<file path="src/core/tfp_defines.svh">
`ifndef TFP_DEFINES_SVH
`define TFP_DEFINES_SVH

// Counter extremes and fixed TOP values
`define TFP_BOTTOM        16'h0000
`define TFP_MAX           16'hffff
`define TFP_TOP_8BIT      16'h00ff
`define TFP_TOP_9BIT      16'h01ff
`define TFP_TOP_10BIT     16'h03ff

// Waveform mode codes handled here
`define TFP_WGM_PC_8BIT   4'h1
`define TFP_WGM_PC_9BIT   4'h2
`define TFP_WGM_PC_10BIT  4'h3
`define TFP_WGM_FP_8BIT   4'h5
`define TFP_WGM_FP_9BIT   4'h6
`define TFP_WGM_FP_10BIT  4'h7
`define TFP_WGM_PC_CAPT   4'ha
`define TFP_WGM_PC_CMPA   4'hb
`define TFP_WGM_FP_CAPT   4'he
`define TFP_WGM_FP_CMPA   4'hf

// Compare output mode codes
`define TFP_COM_OFF       2'h0
`define TFP_COM_TOGGLE    2'h1
`define TFP_COM_NONINV    2'h2
`define TFP_COM_INV       2'h3

// Clock select codes
`define TFP_CS_STOP       3'h0
`define TFP_CS_DIV1       3'h1
`define TFP_CS_DIV8       3'h2
`define TFP_CS_DIV64      3'h3
`define TFP_CS_DIV256     3'h4
`define TFP_CS_DIV1024    3'h5

// Prescaler terminal counts (divisor minus one)
`define TFP_PRE_LIM_1     10'h000
`define TFP_PRE_LIM_8     10'h007
`define TFP_PRE_LIM_64    10'h03f
`define TFP_PRE_LIM_256   10'h0ff
`define TFP_PRE_LIM_1024  10'h3ff

// Reset values
`define TFP_RST_COUNT     16'h0000
`define TFP_RST_COMPARE   16'h0000
`define TFP_RST_CAPTURE   16'h0000
`define TFP_RST_PRE       10'h000

`endif

</file>
<file path="src/core/tfp_pkg.sv">
package tfp_pkg;

    // Counting style selected by the waveform mode
    typedef enum logic [1:0] {
        TFP_KIND_OTHER,
        TFP_KIND_FAST,
        TFP_KIND_PHASE
    } tfp_kind_t;

    // Source of the TOP value
    typedef enum logic [1:0] {
        TFP_TOP_FIXED,
        TFP_TOP_CAPTURE,
        TFP_TOP_COMPARE_A,
        TFP_TOP_NONE
    } tfp_top_src_t;

endpackage

</file>
<file path="src/core/tfp_core.sv">
// Summary of operation
// - Fast PWM modes 5,6,7 use TOP 0x00FF/0x01FF/0x03FF; 14 capture, 15 compare A.
// - Fast PWM counts up to TOP, then clears to zero on next timer tick.
// - Fast PWM sets the overflow flag each time the counter reaches TOP.
// - Register TOP in fast PWM sets compare A or capture flag with overflow.
// - Each compare channel sets its flag when counter equals its compare value.
// - Fixed TOP modes zero compare bits above the resolution on every write.
// - Capture-top is unbuffered; if below count, counter runs to 0xFFFF and wraps.
// - Compare A writes go to a buffer, loaded at TOP; in fast PWM with clear and overflow.
// - Output mode 2 gives non-inverted PWM, mode 3 inverted PWM.
// - Fast PWM output changes at match, opposite level at TOP-to-zero step.
// - Compare output reaches the pin only when the pin direction is output.
// - Compare zero gives one-cycle spike in fast PWM, constant level in phase correct; compare equal TOP gives constant level.
// - Output A toggles on each match only with mode 1 and waveform mode 11 or 15.
// - Timer tick is the clock divided by 1, 8, 64, 256 or 1024.
// - Phase correct modes 1,2,3,10,11 count up to TOP then down to zero.
// - Phase correct non-inverting clears on up-match, sets on down-match.
// - Phase correct TOP fixed for modes 1,2,3; capture for 10, compare A for 11.
// - Phase correct counter holds TOP for exactly one timer tick before reversing.
`timescale 1ns/1ps
`include "tfp_defines.svh"

module tfp_core (
    // Clock and reset
    input  wire logic        clk,
    input  wire logic        arst_n,
    // Mode configuration
    input  wire logic [3:0]  waveform_mode_select,
    input  wire logic [2:0]  clock_select,
    input  wire logic [1:0]  compare_a_output_mode,
    input  wire logic [1:0]  compare_b_output_mode,
    // Register writes
    input  wire logic        compare_a_wr,
    input  wire logic        compare_b_wr,
    input  wire logic        capture_top_wr,
    input  wire logic [15:0] wr_data,
    // Flag clears
    input  wire logic        overflow_flag_clr,
    input  wire logic        compare_a_flag_clr,
    input  wire logic        compare_b_flag_clr,
    input  wire logic        capture_flag_clr,
    // Port pin configuration
    input  wire logic        output_pin_direction_a,
    input  wire logic        output_pin_direction_b,
    input  wire logic        port_data_a,
    input  wire logic        port_data_b,
    // Register contents
    output logic      [15:0] counter_value,
    output logic      [15:0] compare_a_value,
    output logic      [15:0] compare_b_value,
    output logic      [15:0] compare_a_buffer,
    output logic      [15:0] capture_top_value,
    // Flags
    output logic             overflow_flag,
    output logic             compare_a_flag,
    output logic             compare_b_flag,
    output logic             capture_flag,
    // Pins
    output logic             compare_a_output_pin,
    output logic             compare_b_output_pin,
    output logic             compare_a_pin_oe,
    output logic             compare_b_pin_oe
);

    // Counting style of a waveform mode
    function automatic tfp_pkg::tfp_kind_t kind_of(input logic [3:0] mode);
        tfp_pkg::tfp_kind_t k;
        case (mode)
            `TFP_WGM_FP_8BIT, `TFP_WGM_FP_9BIT, `TFP_WGM_FP_10BIT,
            `TFP_WGM_FP_CAPT, `TFP_WGM_FP_CMPA: k = tfp_pkg::TFP_KIND_FAST;
            `TFP_WGM_PC_8BIT, `TFP_WGM_PC_9BIT, `TFP_WGM_PC_10BIT,
            `TFP_WGM_PC_CAPT, `TFP_WGM_PC_CMPA: k = tfp_pkg::TFP_KIND_PHASE;
            default: k = tfp_pkg::TFP_KIND_OTHER;
        endcase
        return k;
    endfunction
    // Where TOP comes from in a waveform mode
    function automatic tfp_pkg::tfp_top_src_t top_src_of(input logic [3:0] mode);
        tfp_pkg::tfp_top_src_t s;
        case (mode)
            `TFP_WGM_FP_8BIT, `TFP_WGM_FP_9BIT, `TFP_WGM_FP_10BIT,
            `TFP_WGM_PC_8BIT, `TFP_WGM_PC_9BIT, `TFP_WGM_PC_10BIT:
                s = tfp_pkg::TFP_TOP_FIXED;
            `TFP_WGM_FP_CAPT, `TFP_WGM_PC_CAPT: s = tfp_pkg::TFP_TOP_CAPTURE;
            `TFP_WGM_FP_CMPA, `TFP_WGM_PC_CMPA: s = tfp_pkg::TFP_TOP_COMPARE_A;
            default: s = tfp_pkg::TFP_TOP_NONE;
        endcase
        return s;
    endfunction
    // Fixed TOP value, also the write mask in fixed modes
    function automatic logic [15:0] fixed_top_of(input logic [3:0] mode);
        logic [15:0] t;
        case (mode)
            `TFP_WGM_FP_8BIT, `TFP_WGM_PC_8BIT:   t = `TFP_TOP_8BIT;
            `TFP_WGM_FP_9BIT, `TFP_WGM_PC_9BIT:   t = `TFP_TOP_9BIT;
            `TFP_WGM_FP_10BIT, `TFP_WGM_PC_10BIT: t = `TFP_TOP_10BIT;
            default: t = `TFP_MAX;
        endcase
        return t;
    endfunction
    // Prescaler terminal count for a clock select code
    function automatic logic [9:0] pre_lim_of(input logic [2:0] cs);
        logic [9:0] l;
        case (cs)
            `TFP_CS_DIV8:    l = `TFP_PRE_LIM_8;
            `TFP_CS_DIV64:   l = `TFP_PRE_LIM_64;
            `TFP_CS_DIV256:  l = `TFP_PRE_LIM_256;
            `TFP_CS_DIV1024: l = `TFP_PRE_LIM_1024;
            default:         l = `TFP_PRE_LIM_1;
        endcase
        return l;
    endfunction
    tfp_pkg::tfp_kind_t    kind;
    tfp_pkg::tfp_top_src_t top_src;
    logic [15:0] top_w;
    logic [15:0] wr_mask;
    logic [9:0]  pre_lim;
    logic        pre_run;
    logic        tick;
    logic        at_top;
    logic        at_bottom;
    logic        up_eff;
    logic        top_event;
    logic        load_event;
    logic        ovf_set;
    logic [9:0]  pre_q;
    logic [15:0] cnt_q;
    logic        up_q;
    logic [15:0] icr_q;
    logic [15:0] ocr_q [2];
    logic [15:0] buf_q [2];
    logic        oc_q  [2];
    logic        pin_q [2];
    logic        oe_q  [2];
    logic        ovf_q;
    logic        icf_q;
    logic        ocf_q [2];
    logic [1:0]  com_w  [2];
    logic        wr_w   [2];
    logic        dir_w  [2];
    logic        port_w [2];
    logic        clr_w  [2];
    logic        match  [2];

    // Per channel input grouping
    assign com_w[0]  = compare_a_output_mode;
    assign com_w[1]  = compare_b_output_mode;
    assign wr_w[0]   = compare_a_wr;
    assign wr_w[1]   = compare_b_wr;
    assign dir_w[0]  = output_pin_direction_a;
    assign dir_w[1]  = output_pin_direction_b;
    assign port_w[0] = port_data_a;
    assign port_w[1] = port_data_b;
    assign clr_w[0]  = compare_a_flag_clr;
    assign clr_w[1]  = compare_b_flag_clr;
    // Mode decode and TOP selection
    always_comb begin
        kind    = kind_of(waveform_mode_select);
        top_src = top_src_of(waveform_mode_select);
        wr_mask = fixed_top_of(waveform_mode_select);
        unique case (top_src)
            tfp_pkg::TFP_TOP_FIXED:     top_w = wr_mask;
            tfp_pkg::TFP_TOP_CAPTURE:   top_w = icr_q;
            tfp_pkg::TFP_TOP_COMPARE_A: top_w = ocr_q[0];
            tfp_pkg::TFP_TOP_NONE:      top_w = `TFP_MAX;
        endcase
    end

    // Prescaler tick generation
    assign pre_lim = pre_lim_of(clock_select);
    assign pre_run = (clock_select != `TFP_CS_STOP) && (clock_select <= `TFP_CS_DIV1024);
    assign tick    = pre_run && (pre_q >= pre_lim);
    always_ff @(posedge clk or negedge arst_n) begin
        if (!arst_n) begin
            pre_q <= `TFP_RST_PRE;
        end else if (!pre_run || tick) begin
            pre_q <= `TFP_RST_PRE;
        end else begin
            pre_q <= pre_q + 10'h001;
        end
    end

    // Counter position terms
    assign at_top    = (cnt_q == top_w);
    assign at_bottom = (cnt_q == `TFP_BOTTOM);
    assign up_eff    = at_bottom || (up_q && !at_top);
    assign top_event = tick && at_top && (kind != tfp_pkg::TFP_KIND_OTHER);
    // Compare buffers load at TOP in PWM modes, at once otherwise
    assign load_event = top_event || (kind == tfp_pkg::TFP_KIND_OTHER);
    // Overflow source per counting style
    always_comb begin
        unique case (kind)
            tfp_pkg::TFP_KIND_FAST:  ovf_set = top_event;
            tfp_pkg::TFP_KIND_PHASE: ovf_set = tick && at_bottom && !up_q;
            tfp_pkg::TFP_KIND_OTHER: ovf_set = tick && (cnt_q == `TFP_MAX);
            default:                 ovf_set = 1'b0;
        endcase
    end

    // Counter and direction
    always_ff @(posedge clk or negedge arst_n) begin
        if (!arst_n) begin
            cnt_q <= `TFP_RST_COUNT;
            up_q  <= 1'b1;
        end else if (tick) begin
            unique case (kind)
                tfp_pkg::TFP_KIND_FAST: begin
                    up_q <= 1'b1;
                    if (at_top) begin
                        cnt_q <= `TFP_BOTTOM;
                    end else begin
                        cnt_q <= cnt_q + 16'h0001;
                    end
                end
                tfp_pkg::TFP_KIND_PHASE: begin
                    if (up_q) begin
                        if (at_top) begin
                            cnt_q <= cnt_q - 16'h0001;
                            up_q  <= 1'b0;
                        end else begin
                            cnt_q <= cnt_q + 16'h0001;
                        end
                    end else begin
                        if (at_bottom) begin
                            cnt_q <= cnt_q + 16'h0001;
                            up_q  <= 1'b1;
                        end else begin
                            cnt_q <= cnt_q - 16'h0001;
                        end
                    end
                end
                tfp_pkg::TFP_KIND_OTHER: begin
                    up_q  <= 1'b1;
                    cnt_q <= cnt_q + 16'h0001;
                end
                default: begin
                    up_q  <= 1'b1;
                    cnt_q <= `TFP_RST_COUNT;
                end
            endcase
        end
    end
    // Capture-top register, unbuffered
    always_ff @(posedge clk or negedge arst_n) begin
        if (!arst_n) begin
            icr_q <= `TFP_RST_CAPTURE;
        end else if (capture_top_wr) begin
            icr_q <= wr_data;
        end
    end

    // Overflow flag, set wins over clear
    always_ff @(posedge clk or negedge arst_n) begin
        if (!arst_n) begin
            ovf_q <= 1'b0;
        end else if (ovf_set) begin
            ovf_q <= 1'b1;
        end else if (overflow_flag_clr) begin
            ovf_q <= 1'b0;
        end
    end
    // Capture flag when capture register defines TOP
    always_ff @(posedge clk or negedge arst_n) begin
        if (!arst_n) begin
            icf_q <= 1'b0;
        end else if (top_event && (top_src == tfp_pkg::TFP_TOP_CAPTURE)) begin
            icf_q <= 1'b1;
        end else if (capture_flag_clr) begin
            icf_q <= 1'b0;
        end
    end

    // Compare channels
    for (genvar i = 0; i < 2; i++) begin : g_chan
        logic inv;
        logic toggle_ok;
        logic connected;
        logic top_flag;
        assign match[i]  = tick && (cnt_q == ocr_q[i]);
        assign inv       = com_w[i][0];
        assign toggle_ok = (i == 0) && (com_w[i] == `TFP_COM_TOGGLE)
                           && (top_src == tfp_pkg::TFP_TOP_COMPARE_A);
        assign connected = (com_w[i] == `TFP_COM_NONINV) || (com_w[i] == `TFP_COM_INV)
                           || toggle_ok;
        assign top_flag  = (i == 0) && top_event
                           && (top_src == tfp_pkg::TFP_TOP_COMPARE_A);

        // Buffer takes writes anytime, masked in fixed TOP modes
        always_ff @(posedge clk or negedge arst_n) begin
            if (!arst_n) begin
                buf_q[i] <= `TFP_RST_COMPARE;
            end else if (wr_w[i]) begin
                buf_q[i] <= wr_data & wr_mask;
            end
        end

        // Active compare value loads from buffer
        always_ff @(posedge clk or negedge arst_n) begin
            if (!arst_n) begin
                ocr_q[i] <= `TFP_RST_COMPARE;
            end else if (load_event) begin
                ocr_q[i] <= buf_q[i];
            end
        end

        // Compare flag, set wins over clear
        always_ff @(posedge clk or negedge arst_n) begin
            if (!arst_n) begin
                ocf_q[i] <= 1'b0;
            end else if (match[i] || top_flag) begin
                ocf_q[i] <= 1'b1;
            end else if (clr_w[i]) begin
                ocf_q[i] <= 1'b0;
            end
        end

        // Waveform output level
        always_ff @(posedge clk or negedge arst_n) begin
            if (!arst_n) begin
                oc_q[i] <= 1'b0;
            end else if (toggle_ok && match[i]) begin
                oc_q[i] <= !oc_q[i];
            end else if (kind == tfp_pkg::TFP_KIND_FAST && !toggle_ok && connected) begin
                if (top_event) begin
                    oc_q[i] <= !inv;
                end else if (match[i]) begin
                    oc_q[i] <= inv;
                end
            end else if (kind == tfp_pkg::TFP_KIND_PHASE && !toggle_ok && connected) begin
                if (match[i]) begin
                    oc_q[i] <= up_eff ? inv : !inv;
                end
            end
        end

        // Pin drive follows direction and output mode
        always_ff @(posedge clk or negedge arst_n) begin
            if (!arst_n) begin
                pin_q[i] <= 1'b0;
                oe_q[i]  <= 1'b0;
            end else begin
                pin_q[i] <= connected ? oc_q[i] : port_w[i];
                oe_q[i]  <= dir_w[i];
            end
        end
    end
    // Output assignment
    assign counter_value        = cnt_q;
    assign compare_a_value      = ocr_q[0];
    assign compare_b_value      = ocr_q[1];
    assign compare_a_buffer     = buf_q[0];
    assign capture_top_value    = icr_q;
    assign overflow_flag        = ovf_q;
    assign compare_a_flag       = ocf_q[0];
    assign compare_b_flag       = ocf_q[1];
    assign capture_flag         = icf_q;
    assign compare_a_output_pin = pin_q[0];
    assign compare_b_output_pin = pin_q[1];
    assign compare_a_pin_oe     = oe_q[0];
    assign compare_b_pin_oe     = oe_q[1];
endmodule

</file>
<file path="config.mk">
export PLATFORM = sky130hd
export DESIGN_NAME = tfp_core
export DESIGN_NICKNAME = d
export VERILOG_FILES = /design/src/core/tfp_pkg.sv /design/src/core/tfp_core.sv
export VERILOG_INCLUDE_DIRS = /design/src /design/src/core
export SDC_FILE = /design/constraint.sdc
export NUM_CORES = 1
export LEC_CHECK = 0
export BUFFER_PORTS_ARGS = -buffer_cell sky130_fd_sc_hd__buf_2
export CAP_MARGIN = 20
export CORE_ASPECT_RATIO = 1.5
export CORE_MARGIN = 8
export CORE_UTILIZATION = 55
export DETAILED_ROUTE_END_ITERATION = 10
export GPL_TIMING_DRIVEN = 0
export PLACE_DENSITY = 0.83
export SLEW_MARGIN = 20
export SYNTH_ARGS = -nofsm -noshare
export SYNTH_HDL_FRONTEND = slang
export SYNTH_SLANG_ARGS = --single-unit
</file>
<file path="constraint.sdc">
create_clock -name clk -period 4.9 [get_ports clk]
set_input_delay 0.49 -clock clk [delete_from_list [all_inputs] [get_ports clk]]
set_output_delay 0.49 -clock clk [all_outputs]
set_load 0.01 [all_outputs]
</file>
; Word-level counts from Yosys, hierarchy flattened
; Memory sizes are Yosys's and may differ from the RTL's.
; Index checks and enable logic that the tools add are counted.
[word_totals]
ff_bits = 117
mem_bits_ro = 64
inputBits = 40
elab_cells = 141
n_memories = 2
[op_classes]
n_addsub = 3
magnitude_cmp = 2
eq_ne = 24
n_mux = 37
bitwise_logic = 1
n_reduce_logical = 54
[memory_table]
columns = name, depth, width, read_ports, rd_clocked_by_memory_dff, write_ports, line
row1 = (name not given), 16, 2, 1, 0, 0, tfp_core.sv:68  ; case (mode)
row2 = (name not given), 16, 2, 1, 0, 0, tfp_core.sv:80  ; case (mode)
[op_table]
columns = operator, count
row1 = 16-bit case mux with 3 select lines, 2
row2 = 16-bit two-way mux, 4
row3 = 16-bit case mux with 4 select lines, 1
row4 = 16-bit == test, 3
row5 = 10-bit case mux with 4 select lines, 1
row6 = 1-bit two-way mux, 27
row7 = 1-bit logical AND, 20
row8 = 16-bit by 1-bit adder with 16-bit output (second input constant), 1
row9 = 16-bit AND, 1
row10 = 16-bit == test (second input constant), 1
row11 = 16-bit logical NOT, 1
row12 = 2-bit nonzero test, 8
row13 = 16-bit by 1-bit subtractor with 16-bit output (second input constant), 1
row14 = 2-bit == test (second input constant), 7
row15 = 4-bit by 3-bit == test with 1-bit output (second input constant), 3
row16 = 3-bit nonzero test, 4
row17 = 10-bit by 1-bit adder with 10-bit output (second input constant), 1
row18 = 10-bit >= comparator, 1
row19 = 10-bit two-way mux, 1
row20 = 4-bit by 2-bit == test with 1-bit output (second input constant), 2
row21 = 1-bit logical NOT, 7
row22 = 1-bit logical OR, 7
row23 = 2-bit by 1-bit == test with 1-bit output (second input constant), 3
row24 = 3-bit by 2-bit == test with 1-bit output (second input constant), 2
row25 = other kinds (7), 12

; Longest topological paths before layout
; Gate-level depths: netlist of run 1.
[logic_depth]
ltp_word = 13
mapped_depth = 14
mapped_depth_nobuf = 13

; Worst setup path before layout of run 1
; OpenSTA, ideal clock, no wires.
[synth_timing]
kind = in2reg
startpoint = in clock_select[2]
endpoint = reg ocr_q, in the netlist compare_b_value[7]
setup_time_ps = 125
arrival_time_ps = 3174
t_required_ps = 4775
slack_ps = 1602
path_stages = 12
n_path_buf = 2
cell_sequence = nor2b_1 or2_2 inv_1 ha_1 a211oi_1 a2111oi_0 o21a_1 o31a_1 clkbuf_1 a21oi_2 clkbuf_1 mux2_2
[synth_via]
elab_chain_len = 7
[synth_lines]
columns = element, line
row1 = start: declaration, tfp_core.sv:29  ; input wire logic [2:0] clock_select,
row2 = 3-bit == test / 3-bit by 2-bit == test with 1-bit output (equally long branches), tfp_core.sv:104  ; case (cs)
row3 = 10-bit case mux with 4 select lines, tfp_core.sv:104
row4 = 10-bit >= comparator, tfp_core.sv:172  ; assign tick = pre_run && (pre_q >= pre_lim);
row5 = 1-bit logical AND (*), tfp_core.sv:172
row6 = 1-bit logical AND (*) (2 in a row), tfp_core.sv:187  ; assign top_event = tick && at_top && (kind != tfp_pkg::TFP_KIND_OTHER);
row7 = 1-bit logical OR (*), tfp_core.sv:189  ; assign load_event = top_event || (kind == tfp_pkg::TFP_KIND_OTHER);
row8 = end signal: indexed assignment, tfp_core.sv:300  ; ocr_q[i] <= `TFP_RST_COMPARE;
row9 = end signal: indexed assignment, tfp_core.sv:302  ; ocr_q[i] <= buf_q[i];
row10 = end: declaration, tfp_core.sv:130  ; logic [15:0] ocr_q [2];
; Every way passes the cells marked *; elsewhere a longest branch is shown, timed or not.
; A chain may end at the register's enable or synchronous reset.

; Final worst setup path of run 1
[layout_timing]
startpoint = reg cnt_q[1], in the netlist counter_value[1]
endpoint = reg cnt_q[10], in the netlist counter_value[10]
[layout_via]
elab_chain_len = 4
[layout_lines]
columns = element, line
row1 = start: declaration, tfp_core.sv:127  ; logic [15:0] cnt_q;
row2 = start signal: assignment, tfp_core.sv:203  ; cnt_q <= `TFP_RST_COUNT;
row3 = start signal: assignment, tfp_core.sv:210  ; cnt_q <= `TFP_BOTTOM;
row4 = start signal: assignment, tfp_core.sv:212  ; cnt_q <= cnt_q + 16'h0001;
row5 = "16-bit by 1-bit subtractor with 16-bit output, or another cell as far along", "tfp_core.sv:218, tfp_core.sv:228"
row6 = "16-bit two-way mux, on equally long branches", "tfp_core.sv:224, tfp_core.sv:217"
row7 = 16-bit two-way mux, tfp_core.sv:216  ; if (up_q) begin
row8 = 16-bit case mux with 3 select lines (*), tfp_core.sv:206  ; unique case (kind)
; Marks and branches as above.

==> results.txt, run 1 <==
* Overall fraction of global-route tracks in use: 25.8%
- Clock root cell: sky130_fd_sc_hd__clkbuf_16
* Pwr Total: 3.33 mW
- Setup skew after layout: around 8.7 ps
* Class of the worst hold path: input port to flip-flop
* Final number of max-transition violations: 0
- The most critical setup path has its startpoint at counter_value[1].
- Mean cell area of the mapped netlist: a little under 10 µm²
- Slack of the worst reg-to-reg path: roughly 1000 ps
- From bottom edge to top edge, the die measures between 150 and 200 µm.
* Proportion of layout cells with a drive suffix above 1: 29.5%
* Count of vias placed by the detailed router: about 6300
- Arrival time at the worst endpoint: 4180 ps
- The worst path needs 3900 ps of the cycle, external delays included.
* Effective utilization at floorplan: around 56%
- Commonest register cell after synthesis: sky130_fd_sc_hd__dfrtp_1
- In this run the core area contains 50 standard-cell rows.
- Setup repair after global routing left no endpoint under its margin.
- CTS Sinks: roughly 120
- P&R area growth vs syn: 21.3%
- At the pin with the least slew margin, the transition time is 947 ps.
- The first detailed-routing pass took 5 iterations.
- The worst setup path is launched from a flip-flop.
* Cell taking the most area after synthesis: sky130_fd_sc_hd__dfrtp_1
* Wire length of the first global-routing pass: 33400 µm
- H-tree depth: 4
- The most common cell in the synthesized netlist is sky130_fd_sc_hd__dfrtp_1.
- Mean routed wirelength per cell: 20.3 µm
- TritonCTS built the clock tree.
* Required time at the worst-slack endpoint: 5180 ps
- Flip-flop and latch count after synthesis: about 120
- Fill cell instance count of the final layout: 959
- Post-route fraction of the period consumed by the critical path: 79.6%
- Entering global routing, the biggest net connects 82 pins.
* Die area: 0.0165 mm²
- The initial antenna violation count is 0.
* Power per cell area: 398 mW/mm²
- Peak clock frequency supported by timing: 256 MHz
- After global routing the overflow that remains totals 0.
* Leak pwr: 3.70 nW
- From left edge to right edge, the die measures 107 µm.
* # DRC: 0
- In the routed layout, each cell is associated on average with a via count of 6.11.
- Clock insertion delay at the later pin of the skew report: between 400 and 500 ps
- Pin placement for this block handled 128 I/O pins.
- Crit Reg-Reg Endpoint: counter_value[10]
- HPWL reported at the end of detailed placement: 15200 µm
- Post-layout net count: 914
* Routability congestion estimate from global placement: just under 1
* Net Count, Synth: ~770
- Clock tree synthesis inserted a total of 17 buffers.
* Number of buffers inserted for hold repair after clock tree synthesis: 1
* Via count of the first global-routing pass: between 6000 and 7000
* Number of standard cells after synthesis: slightly above 700
- Netlist cell types: 69
- The detailed router finished its first iteration with 497 violations.
* I/O Buffers: 126
* Proportion of synthesized chip area in sequential cells: 42.5%
- Endpoints failing hold: 0
* Count of final setup violators: 0
- Final sum of negative setup slack: 0 ps
- Once detail routing completed, the nets flagged for antenna violations numbered 0.
- During synthesis, Yosys emitted a total of 0 warnings.
- Ys async rst share: 100%
* Number of flops mapped to enable cells by yosys: 0
- After clock tree synthesis, the clock-pin slew on the worst setup and hold paths is 60 ps.
* Max clock buf depth: 2
* Maximum net fanout on the critical path: 10
- CTS-repair resized insts: 0
- Kind of capture point of the worst setup path: flip-flop
- The number of antenna diodes in the final layout is 0.
* Top-area cell type share of the netlist area: 42.1%
* Worst setup path end: counter_value[10]
* Number of maximum-capacitance constraint violations: 0
- Outcome: complete, no violations
* Most area-consuming cells after synthesis: sky130_fd_sc_hd__dfrtp_1 42%, sky130_fd_sc_hd__mux2_2 10%, sky130_fd_sc_hd__xnor2_1 5.6%
- Path depth of the worst reg2reg path: 13
- After synthesis the cells add up to around 0.007 mm².
- Startpoint of the worst register-to-register path: counter_value[1]
* Post-CTS setup buffers: 0
- The critical path is of the flip-flop to flip-flop type.
- The worst-case IR drop observed on VDD is 0.000363 V.
- Most frequent cells after synthesis: 116 x sky130_fd_sc_hd__dfrtp_1, 61 x sky130_fd_sc_hd__mux2_2, 56 x sky130_fd_sc_hd__o21ai_0
- Slew HR: between 30 and 40%
- Placeable core region: 0.0124 mm²
- Total Routed Length: 20900 µm
## state kept, by name, summed over array words and instances, names as in the netlist
signal and flops:
compare_b_value 16, counter_value 16, compare_a_output_pin 1, capture_flag 1, compare_b_pin_oe 1, overflow_flag 1
compare_b_output_pin 1, compare_a_pin_oe 1, oc_q 2, compare_a_flag 1, up_q 1, buf_q 16
compare_a_buffer 16, pre_q 10, compare_a_value 16, compare_b_flag 1, capture_top_value 16
## power by group
group | switching (mW) | internal (mW) | total, mW
registers | 0.139 | 1.08 | 1.22
clock network | 0.507 | 0.762 | 1.27
logic | 0.477 | 0.361 | 0.837
total | 1.12 | 2.21 | 3.33
## cells by family (layout without fill, tap and decap cells)
logic type,count (synthesis),in the layout,synth area share [%]
buffers and inverters,93,253,6.42
XOR/XNOR,52,52,6.60
AO/OA/AOI/OAI,133,133,12.5
flip-flops,117,117,42.5
adder cells (fa/ha/maj),13,13,2.36
AND/OR/NAND/NOR,221,221,16.0
multiplexers,85,85,13.6
## cells in the final DEF (no fill, tap or decap), types with 5 or more instances in the layout
cell | Yosys | layout
sky130_fd_sc_hd__nand2_1 | 55 | 55
sky130_fd_sc_hd__nand3_1 | 41 | 41
sky130_fd_sc_hd__dfrtp_1 | 116 | 116
sky130_fd_sc_hd__xnor2_1 | 44 | 44
sky130_fd_sc_hd__clkbuf_1 | 28 | 28
sky130_fd_sc_hd__clkbuf_16 | 0 | 17
sky130_fd_sc_hd__a21oi_1 | 22 | 22
sky130_fd_sc_hd__and2_1 | 6 | 6
sky130_fd_sc_hd__mux2i_1 | 23 | 23
sky130_fd_sc_hd__nand3b_1 | 5 | 5
sky130_fd_sc_hd__or4_1 | 5 | 5
sky130_fd_sc_hd__nor2_1 | 44 | 44
sky130_fd_sc_hd__inv_1 | 30 | 30
sky130_fd_sc_hd__a211oi_1 | 7 | 7
sky130_fd_sc_hd__nor3_1 | 16 | 16
sky130_fd_sc_hd__ha_1 | 13 | 13
sky130_fd_sc_hd__nand4_1 | 12 | 12
sky130_fd_sc_hd__a31oi_1 | 6 | 6
sky130_fd_sc_hd__xor2_1 | 8 | 8
sky130_fd_sc_hd__o31ai_1 | 5 | 5
sky130_fd_sc_hd__buf_2 | 6 | 131
sky130_fd_sc_hd__buf_4 | 16 | 16
sky130_fd_sc_hd__buf_1 | 9 | 9
sky130_fd_sc_hd__o21ai_0 | 56 | 56
sky130_fd_sc_hd__mux2_2 | 61 | 61
sky130_fd_sc_hd__nor4_1 | 8 | 8
## critical path, cell delays in order (launching register included)
cell	delay, ps
sky130_fd_sc_hd__dfrtp_1	410
sky130_fd_sc_hd__clkbuf_1	260
sky130_fd_sc_hd__inv_1	150
sky130_fd_sc_hd__ha_1	180
sky130_fd_sc_hd__nand2_1	90
sky130_fd_sc_hd__or4b_1	520
sky130_fd_sc_hd__or2_0	350
sky130_fd_sc_hd__nor4b_1	590
sky130_fd_sc_hd__nor2_1	230
sky130_fd_sc_hd__nand2_1	140
sky130_fd_sc_hd__clkbuf_1	400
sky130_fd_sc_hd__o21ai_0	150
sky130_fd_sc_hd__o21ai_0	180
sky130_fd_sc_hd__o31ai_1	100
## area by class of cell
cell class              count  area, µm²  share of cell area (%)
flip-flops and latches    117       2930                    35.0
inverters                  31        116                    1.39
multi-input cells         504       3530                    42.2
repair buffers            128        674                    8.06
plain buffers              62        327                    3.90
clock inverters            15        171                    2.05
clock buffers              17        425                    5.09
well taps                 156        195                    2.33
## stage by stage
step                cells  utilization, %  hold slack, ps  setup slack (ps)  cell area (µm²)
finish               1030            67.5             176              1000             8360
detailed placement    997            62.6             413               758             7760
global route         1030            67.5             165               733             8360
global placement      996            62.4             481               770             7720
CTS                  1030            67.5             167              1130             8360
floorplan             714               -             194              1600             6900
## metal layers
metal / GRT usage, % / routed length, µm
met1: 28.5 / 7560
met2: 43.8 / 10800
met3: 4.97 / 1360
met4: 16.7 / 1140
met5: 0.324 / 0
## how the worst min path moves through the flow
stage	cells after the start	slack, ps	startpoint	to
after floorplan	0	190	arst_n	buf_q[0]
after global routing	1	170	output_pin_direction_a	compare_a_pin_oe
final	1	180	output_pin_direction_a	compare_a_pin_oe
after CTS	1	170	output_pin_direction_a	compare_a_pin_oe
after detailed placement	1	410	arst_n	counter_value[15]
after global placement	1	480	buf_q[5]	compare_b_value[5]
Power figures use the tool's default switching activity.
==> run 2: changes to the inputs <==
==> constraint.sdc (replaced) <==
create_clock -name clk -period 3.7 [get_ports clk]
set_input_delay 0.37 -clock clk [delete_from_list [all_inputs] [get_ports clk]]
set_output_delay 0.37 -clock clk [all_outputs]
set_load 0.01 [all_outputs]
==> results.txt, run 2 (synthesis gave the netlist of run 1 again) <==
* Final number of max-transition violations: 0 (unchanged)
- The deepest clock path buffer count was 2 (unchanged).
- Vertical die dimension: 153 µm (unchanged)
- Crit Reg-Reg Endpoint: counter_value[11]
- Maximum number of pins on one net before global-route repair: 82 (unchanged)
* Worst min-delay path endpoint: compare_a_pin_oe
- The tightest min-delay check is of the input port to flip-flop type.
- Overall fraction of global-route tracks in use: 25.8% (+0.026 points)
* Maximum net fanout on the critical path: 11 (+1)
- The number of buffers inserted during clock tree synthesis was 17 (unchanged).
* Detailed router's first-iteration violation count: 475 (-4.4%)
- Kind of capture point of the worst setup path: flip-flop
- The area occupied by multi-input gates is 0.00354 mm² (+0.53%).
- P&R area growth vs syn: 21.4%
- Peak clock frequency supported by timing: 282 MHz (+10%)
- The post-layout minimum cycle time is 3540 ps (-359 ps).
* Outcome: complete, no violations
* Routability congestion estimate from global placement: 0.983 (unchanged)
- Required time at the worst-slack endpoint: 4000 ps (-1180 ps)
- Clock-pin slew on the worst setup and hold paths: 60 ps (about the same)
* I/O Buffers: 126 (unchanged)
* Mean routed wirelength per cell: 20.3 µm (+0.40%)
- In the layout the commonest cells are 131 x sky130_fd_sc_hd__buf_2, 116 x sky130_fd_sc_hd__dfrtp_1, 61 x sky130_fd_sc_hd__mux2_2, 56 x sky130_fd_sc_hd__o21ai_0, 55 x sky130_fd_sc_hd__nand2_1.
* Critical path startpoint category: flip-flop
- Leaving out fill and tap cells, the most frequent cell in the layout is sky130_fd_sc_hd__buf_2.
- CP Class: flip-flop to flip-flop
* Path depth of the worst reg2reg path: 11 (-2)
- The fraction of power spent switching nets is 33.8% (+0.039 points).
- The number of max-cap violations came to 0 (unchanged).
- Launch instance of the worst min-delay path: output_pin_direction_a
- The number of levels the H-tree was split into came to 4 (unchanged).
- The slack of the worst reg-to-reg path is 160 ps (-840 ps).
* Comb power frac: 24.4% (-0.8 points)
- Final sum of negative setup slack: 0 ps (unchanged)
- Count of final setup violators: 0 (unchanged)
* Worst hold slack: 56.8 ps (-120 ps)
- Total Routed Length: 20900 µm (+0.20%)
* Fill cell instance count of the final layout: 952 (-0.73%)
- Leak pwr: 3.70 nW (about the same)
* Count of vias placed by the detailed router: 6257 (-0.52%)
- Die area: 0.0165 mm² (unchanged)
- The power density over the cells came to 526 mW/mm² (+32%).
- The row count was 50 (unchanged).
- Slew HR: 48.0% (+12 points)
* Endpoints failing hold: 0 (unchanged)
- Net Sw Power: 1.49 mW (+32%)
* Initial antenna violation count: 0 (unchanged)
- The CTS sink count was 117 (unchanged).
- The per-cell via count in the routed design was 6.09 (-0.33%).
- Share of power burned in registers: 37.5% (+0.8 points)
* Worst-case vdd ir drop: 0.000475 V (+31%)
- Clock insertion delay at the later pin of the skew report: 420 ps (about the same)
- The detailed placement HPWL was 15200 µm (unchanged).
* I/O pin count: 128 (unchanged)
- The number of antenna-violating nets in the routed design is 0 (unchanged).
- The count of unresolved DRC violations after routing came to 0 (unchanged).
- Wire length of the first global-routing pass: 33500 µm (about the same)
- Proportion of layout cells with a drive suffix above 1: 29.9% (+0.41 points)
- Die X-Extent: 107 µm (unchanged)
* Sequential standard cell area: 0.00293 mm² (unchanged)
- The initial standard-cell utilization of the core is 55.7% (unchanged).
- Setup repair after global routing missed its margin: no
- The number of global-route vias before repair came to 6486 (-0.12%).
- Post-layout net count: 912 (-0.22%)
- The slew at the pin with the worst max-slew slack is 772 ps (-174 ps).
* Part of the power in the clock network: 38.1% (about the same)
- The number of detailed-route iterations in the first pass is 5 (unchanged).
- Cells on Worst Hold Path: 1 (unchanged)
- Pint: 2.92 mW (+32%)
- Clock tree from TritonCTS: built
- Setup skew after layout: 9.68 ps (+0.948 ps)
- ANT cells: 0 (unchanged)
- The global-route congestion overflow total came to 0 (unchanged).
- The worst register-to-register path begins at counter_value[0].
* Post-route fraction of the period consumed by the critical path: 95.7% (+16 points)
* Clock root cell: sky130_fd_sc_hd__clkbuf_16
- Placeable core region: 0.0124 mm² (unchanged)
- Arrival time at the worst endpoint: 3840 ps (-340 ps)
==> run 2: cell count changes in the layout (fill, tap and decap cells not counted) <==
cell / change
sky130_fd_sc_hd__clkbuf_1: -3
sky130_fd_sc_hd__a21oi_2: -1
sky130_fd_sc_hd__a21oi_4: +1
sky130_fd_sc_hd__clkbuf_2: +1
sky130_fd_sc_hd__nor4b_1: -1
sky130_fd_sc_hd__nor4b_2: +1
sky130_fd_sc_hd__o31ai_1: -1
sky130_fd_sc_hd__o31ai_2: +1
sky130_fd_sc_hd__or2_0: -1
sky130_fd_sc_hd__or2_1: +1
==> run 2: metrics by stage <==
stage | worst slack, ps | cell area, µm² | std cells | total power [mW] | utilization (%)
2_1_floorplan | 424 | 6900 | 714 | 2.31 | -
3_3_place_gp | -310 | 7720 | 996 | 2.68 | 62.4
3_5_place_dp | -322 | 7760 | 997 | 2.72 | 62.6
4_1_cts | 40.4 | 8370 | 1030 | 4.41 | 67.6
5_1_grt | 18.6 | 8380 | 1028 | 4.59 | 67.6
6_report | 159 | 8380 | 1028 | 4.41 | 67.6
==> run 2: cell type report <==
cell class | count | area share [%]
multi-input cells | 504 | 42.3
flip-flops and latches | 117 | 35.0
repair buffers | 128 | 8.05
clock buffers | 17 | 5.08
plain buffers | 60 | 3.82
well taps | 156 | 2.33
clock inverters | 15 | 2.05
inverters | 31 | 1.39
==> run 2: power groups by stage <==
stage	clock network, mW	logic [mW]	registers, mW
after floorplan	0	0.685	1.62
after global placement	0	1.05	1.63
after detailed placement	0	1.09	1.63
after CTS	1.69	1.10	1.62
after global routing	1.75	1.17	1.67
final	1.68	1.07	1.65
==> run 2: per-layer routing <==
metal	track usage, %	share of wire (%)
met5	0.324	0
met3	4.92	6.3
met1	28.6	36
met4	16.6	5.6
met2	43.9	52
==> run 2: how the worst max path moves through the flow <==
stage | start | to | slack (ps) | cells past startpoint
after floorplan | counter_value[0] | counter_value[11] | 420 | 12
after global placement | clock_select[2] | counter_value[7] | -310 | 14
after detailed placement | clock_select[2] | counter_value[7] | -320 | 14
after CTS | counter_value[0] | counter_value[11] | 40 | 12
after global routing | counter_value[0] | counter_value[11] | 20 | 11
final | counter_value[0] | counter_value[11] | 160 | 11
==> run 2: repair_timing <==
action                                  4_1_cts  5_1_grt
endpoints found under the setup margin        4       15
setup buffers                                 0        0
hold buffers                                  1        0
hold endpoints to repair                     35        0
gates resized for setup                       1        5
==> run 2: critical path: stages (launching register included) <==
cell and delay [ps]:
sky130_fd_sc_hd__dfrtp_1 540, sky130_fd_sc_hd__inv_1 160, sky130_fd_sc_hd__ha_1 180, sky130_fd_sc_hd__nand2_1 90
sky130_fd_sc_hd__or4b_1 520, sky130_fd_sc_hd__or2_1 330, sky130_fd_sc_hd__or3b_2 540, sky130_fd_sc_hd__o21ai_2 140
sky130_fd_sc_hd__buf_6 190, sky130_fd_sc_hd__mux2i_1 130, sky130_fd_sc_hd__a22o_1 230, sky130_fd_sc_hd__or3_1 360
==> run 3: changes to the inputs <==
==> constraint.sdc (replaced) <==
create_clock -name clk -period 3.9 [get_ports clk]
set_input_delay 0.39 -clock clk [delete_from_list [all_inputs] [get_ports clk]]
set_output_delay 0.39 -clock clk [all_outputs]
set_load 0.01 [all_outputs]
==> results.txt, run 3 (synthesis gave the netlist of run 1 again) <==
* Outcome: complete, no violations
- The number of failing setup endpoints in the final timing report came to 0 (unchanged).
- The final period utilization came to 95.1% (-0.56 points).
* Summed area of non-filler cells in the final layout: 0.00838 mm² (about the same)
- Fill cell instance count of the final layout: 956 (+0.42%)
* Worst-case vdd ir drop: 0.000451 V (-5.1%)
- The row count came to 50 (unchanged).
* Vertical die dimension: 153 µm (unchanged)
* Die area: 0.0165 mm² (unchanged)
* Setup slack at placement: -142 ps (+180 ps)
* Power per cell area: 500 mW/mm² (-4.9%)
- Final sum of negative setup slack: 0 ps (unchanged)
- The global-route congestion overflow total came to 0 (unchanged).
- The cell area after placement was 0.00776 mm² (unchanged).
* Routability congestion estimate from global placement: 0.983 (unchanged)
- The slew at the pin with the worst max-slew slack is 765 ps (-6.97 ps).
- The number of levels the H-tree was split into came to 4 (unchanged).
- The number of cells in the design after placement is 997 (unchanged).
- Final number of max-transition violations: 0 (unchanged)
* CTS Sinks: 117 (unchanged)
* Clock insertion delay at the later pin of the skew report: 420 ps (about the same)
- Critical path startpoint: counter_value[1]
- The post-layout minimum cycle time came to 3710 ps (+170 ps).
* Count of vias placed by the detailed router: 6293 (+0.58%)
* ANT cells: 0 (unchanged)
- The top cell types in the final layout, fill and taps aside, are 131 x sky130_fd_sc_hd__buf_2, 116 x sky130_fd_sc_hd__dfrtp_1, 61 x sky130_fd_sc_hd__mux2_2, 56 x sky130_fd_sc_hd__o21ai_0, 55 x sky130_fd_sc_hd__nand2_1.
- The static power due to leakage was 3.70 nW (about the same).
* Total Routed Length: 20900 µm (+0.22%)
* Cell Count, Final, Fillers Out: 1030 (+0.19%)
- The worst setup path is captured at a flip-flop.
* Total CTS buffers: 17 (unchanged)
* Launch instance of the worst min-delay path: output_pin_direction_a
- The width of the chip is 107 µm (unchanged).
* I/O pin count: 128 (unchanged)
- Placeable core region: 0.0124 mm² (unchanged)
* Effective utilization at floorplan: 55.7% (unchanged)
- Clock-pin slew on the worst setup and hold paths: 60 ps (about the same)
- The number of global-route vias before repair came to 6494 (+0.12%).
- The power after layout is 4.19 mW (-5.0%).
- The total global routing track utilization was 25.8% (-0.026 points).
- The total of buffers placed on input and output ports is 126 (unchanged).
- Proportion of layout cells with a drive suffix above 1: 29.7% (-0.18 points)
* # DRC: 0 (unchanged)
* Wire length of the first global-routing pass: 33400 µm (about the same)
- The number of max-cap violations was 0 (unchanged).
* Maximum number of pins on one net before global-route repair: 82 (unchanged)
* Endpoints failing hold: 0 (unchanged)
- Worst hold slack: 74.8 ps (+17.9 ps)
- The worst setup path is launched from a flip-flop.
- The net total in the final layout is 914 (+0.22%).
- Commonest non-fill, non-tap cell in the layout: sky130_fd_sc_hd__buf_2
* Max clock buf depth: 2 (unchanged)
* Mean routed wirelength per cell: 20.3 µm (about the same)
- The number of antenna-violating nets in the routed design is 0 (unchanged).
* Class of the worst hold path: input port to flip-flop
- Setup repair after global routing missed its margin: yes
- Core utilization of the finished layout: 67.6% (about the same)
- The setup slack of the critical path after layout is 190 ps (+30.4 ps).
- Maximum net fanout on the critical path: 9 (-2)
* Peak clock frequency supported by timing: 270 MHz (-4.6%)
* Slew HR: 48.5% (+0.47 points)
* Clock root cell: sky130_fd_sc_hd__clkbuf_16
* Required time at the worst-slack endpoint: 4200 ps (+200 ps)
* Initial antenna violation count: 0 (unchanged)
- First-pass detailed-route iteration total: 5 (unchanged)
- TritonCTS built the clock tree.
- Setup skew after layout: 9.24 ps (-0.440 ps)
- The detailed placement HPWL is 15200 µm (unchanged).
* CP Class: flip-flop to flip-flop
- Vias/cell: 6.11 (+0.38%)
- The count of routing violations after the opening detailed-route iteration is 572 (+20%).
- The worst register-to-register path begins at counter_value[1].
- P&R area growth vs syn: 21.4% (about the same)
* Arrival time at the worst endpoint: 4010 ps (+170 ps)
## run 3: changes by cell type in the layout (fill, tap and decap cells not counted), sizes merged
cell,change
clkbuf,+2
## run 3: layout make-up
class	instances	area, µm²	share of cell area (%)
plain buffers	62	327	3.90
repair buffers	128	674	8.05
clock buffers	17	425	5.08
inverters	31	116	1.39
multi-input cells	504	3540	42.2
clock inverters	15	171	2.05
flip-flops and latches	117	2930	35.0
well taps	156	195	2.33
## run 3: metal layers
metal / part of all wire, % / up-vias / GRT usage [%] / wire length (µm)
li1: - / 2819 / - / -
met4: 5.5 / 0 / 16.7 / 1140
met2: 52 / 360 / 43.8 / 10900
met1: 35 / 3009 / 28.5 / 7430
met5: 0 / - / 0.324 / 0
met3: 7.2 / 105 / 4.97 / 1500
## run 3: path summary, 6_finish.rpt
path / to / slack (ps) / cells past startpoint
min: compare_a_pin_oe / 70 / 1
max: counter_value[11] / 190 / 12
min in group asynchronous: counter_value[15] / 430 / 2
max reg2reg: counter_value[11] / 190 / 12
max in group asynchronous: compare_a_value[1] / 2750 / 3
min reg2reg: compare_b_value[0] / 500 / 1
## run 3: timing repair
action,CTS,global route
hold endpoints to repair,35,0
endpoints found under the setup margin,0,7
hold buffers,1,0
buffers inserted,0,0
resized for setup,0,2
## run 3: report_power, final
group          internal [mW]  switching, mW  total [mW]  leakage (nW)
combinational          0.454          0.602        1.06          2.01
clock                  0.957          0.637        1.59         0.285
sequential              1.36          0.176        1.54          1.40
total                   2.77           1.42        4.19          3.70
## run 3: critical path, cell delays in order, from the launching register on
cell and delay, ps:
sky130_fd_sc_hd__dfrtp_1 410, sky130_fd_sc_hd__clkbuf_1 270, sky130_fd_sc_hd__inv_1 140, sky130_fd_sc_hd__ha_1 170, sky130_fd_sc_hd__nand2_1 90, sky130_fd_sc_hd__or4b_1 520, sky130_fd_sc_hd__or2_0 370, sky130_fd_sc_hd__or3b_2 560
sky130_fd_sc_hd__o21ai_2 140, sky130_fd_sc_hd__buf_6 180, sky130_fd_sc_hd__mux2i_1 120, sky130_fd_sc_hd__a22o_1 240, sky130_fd_sc_hd__or3_1 360
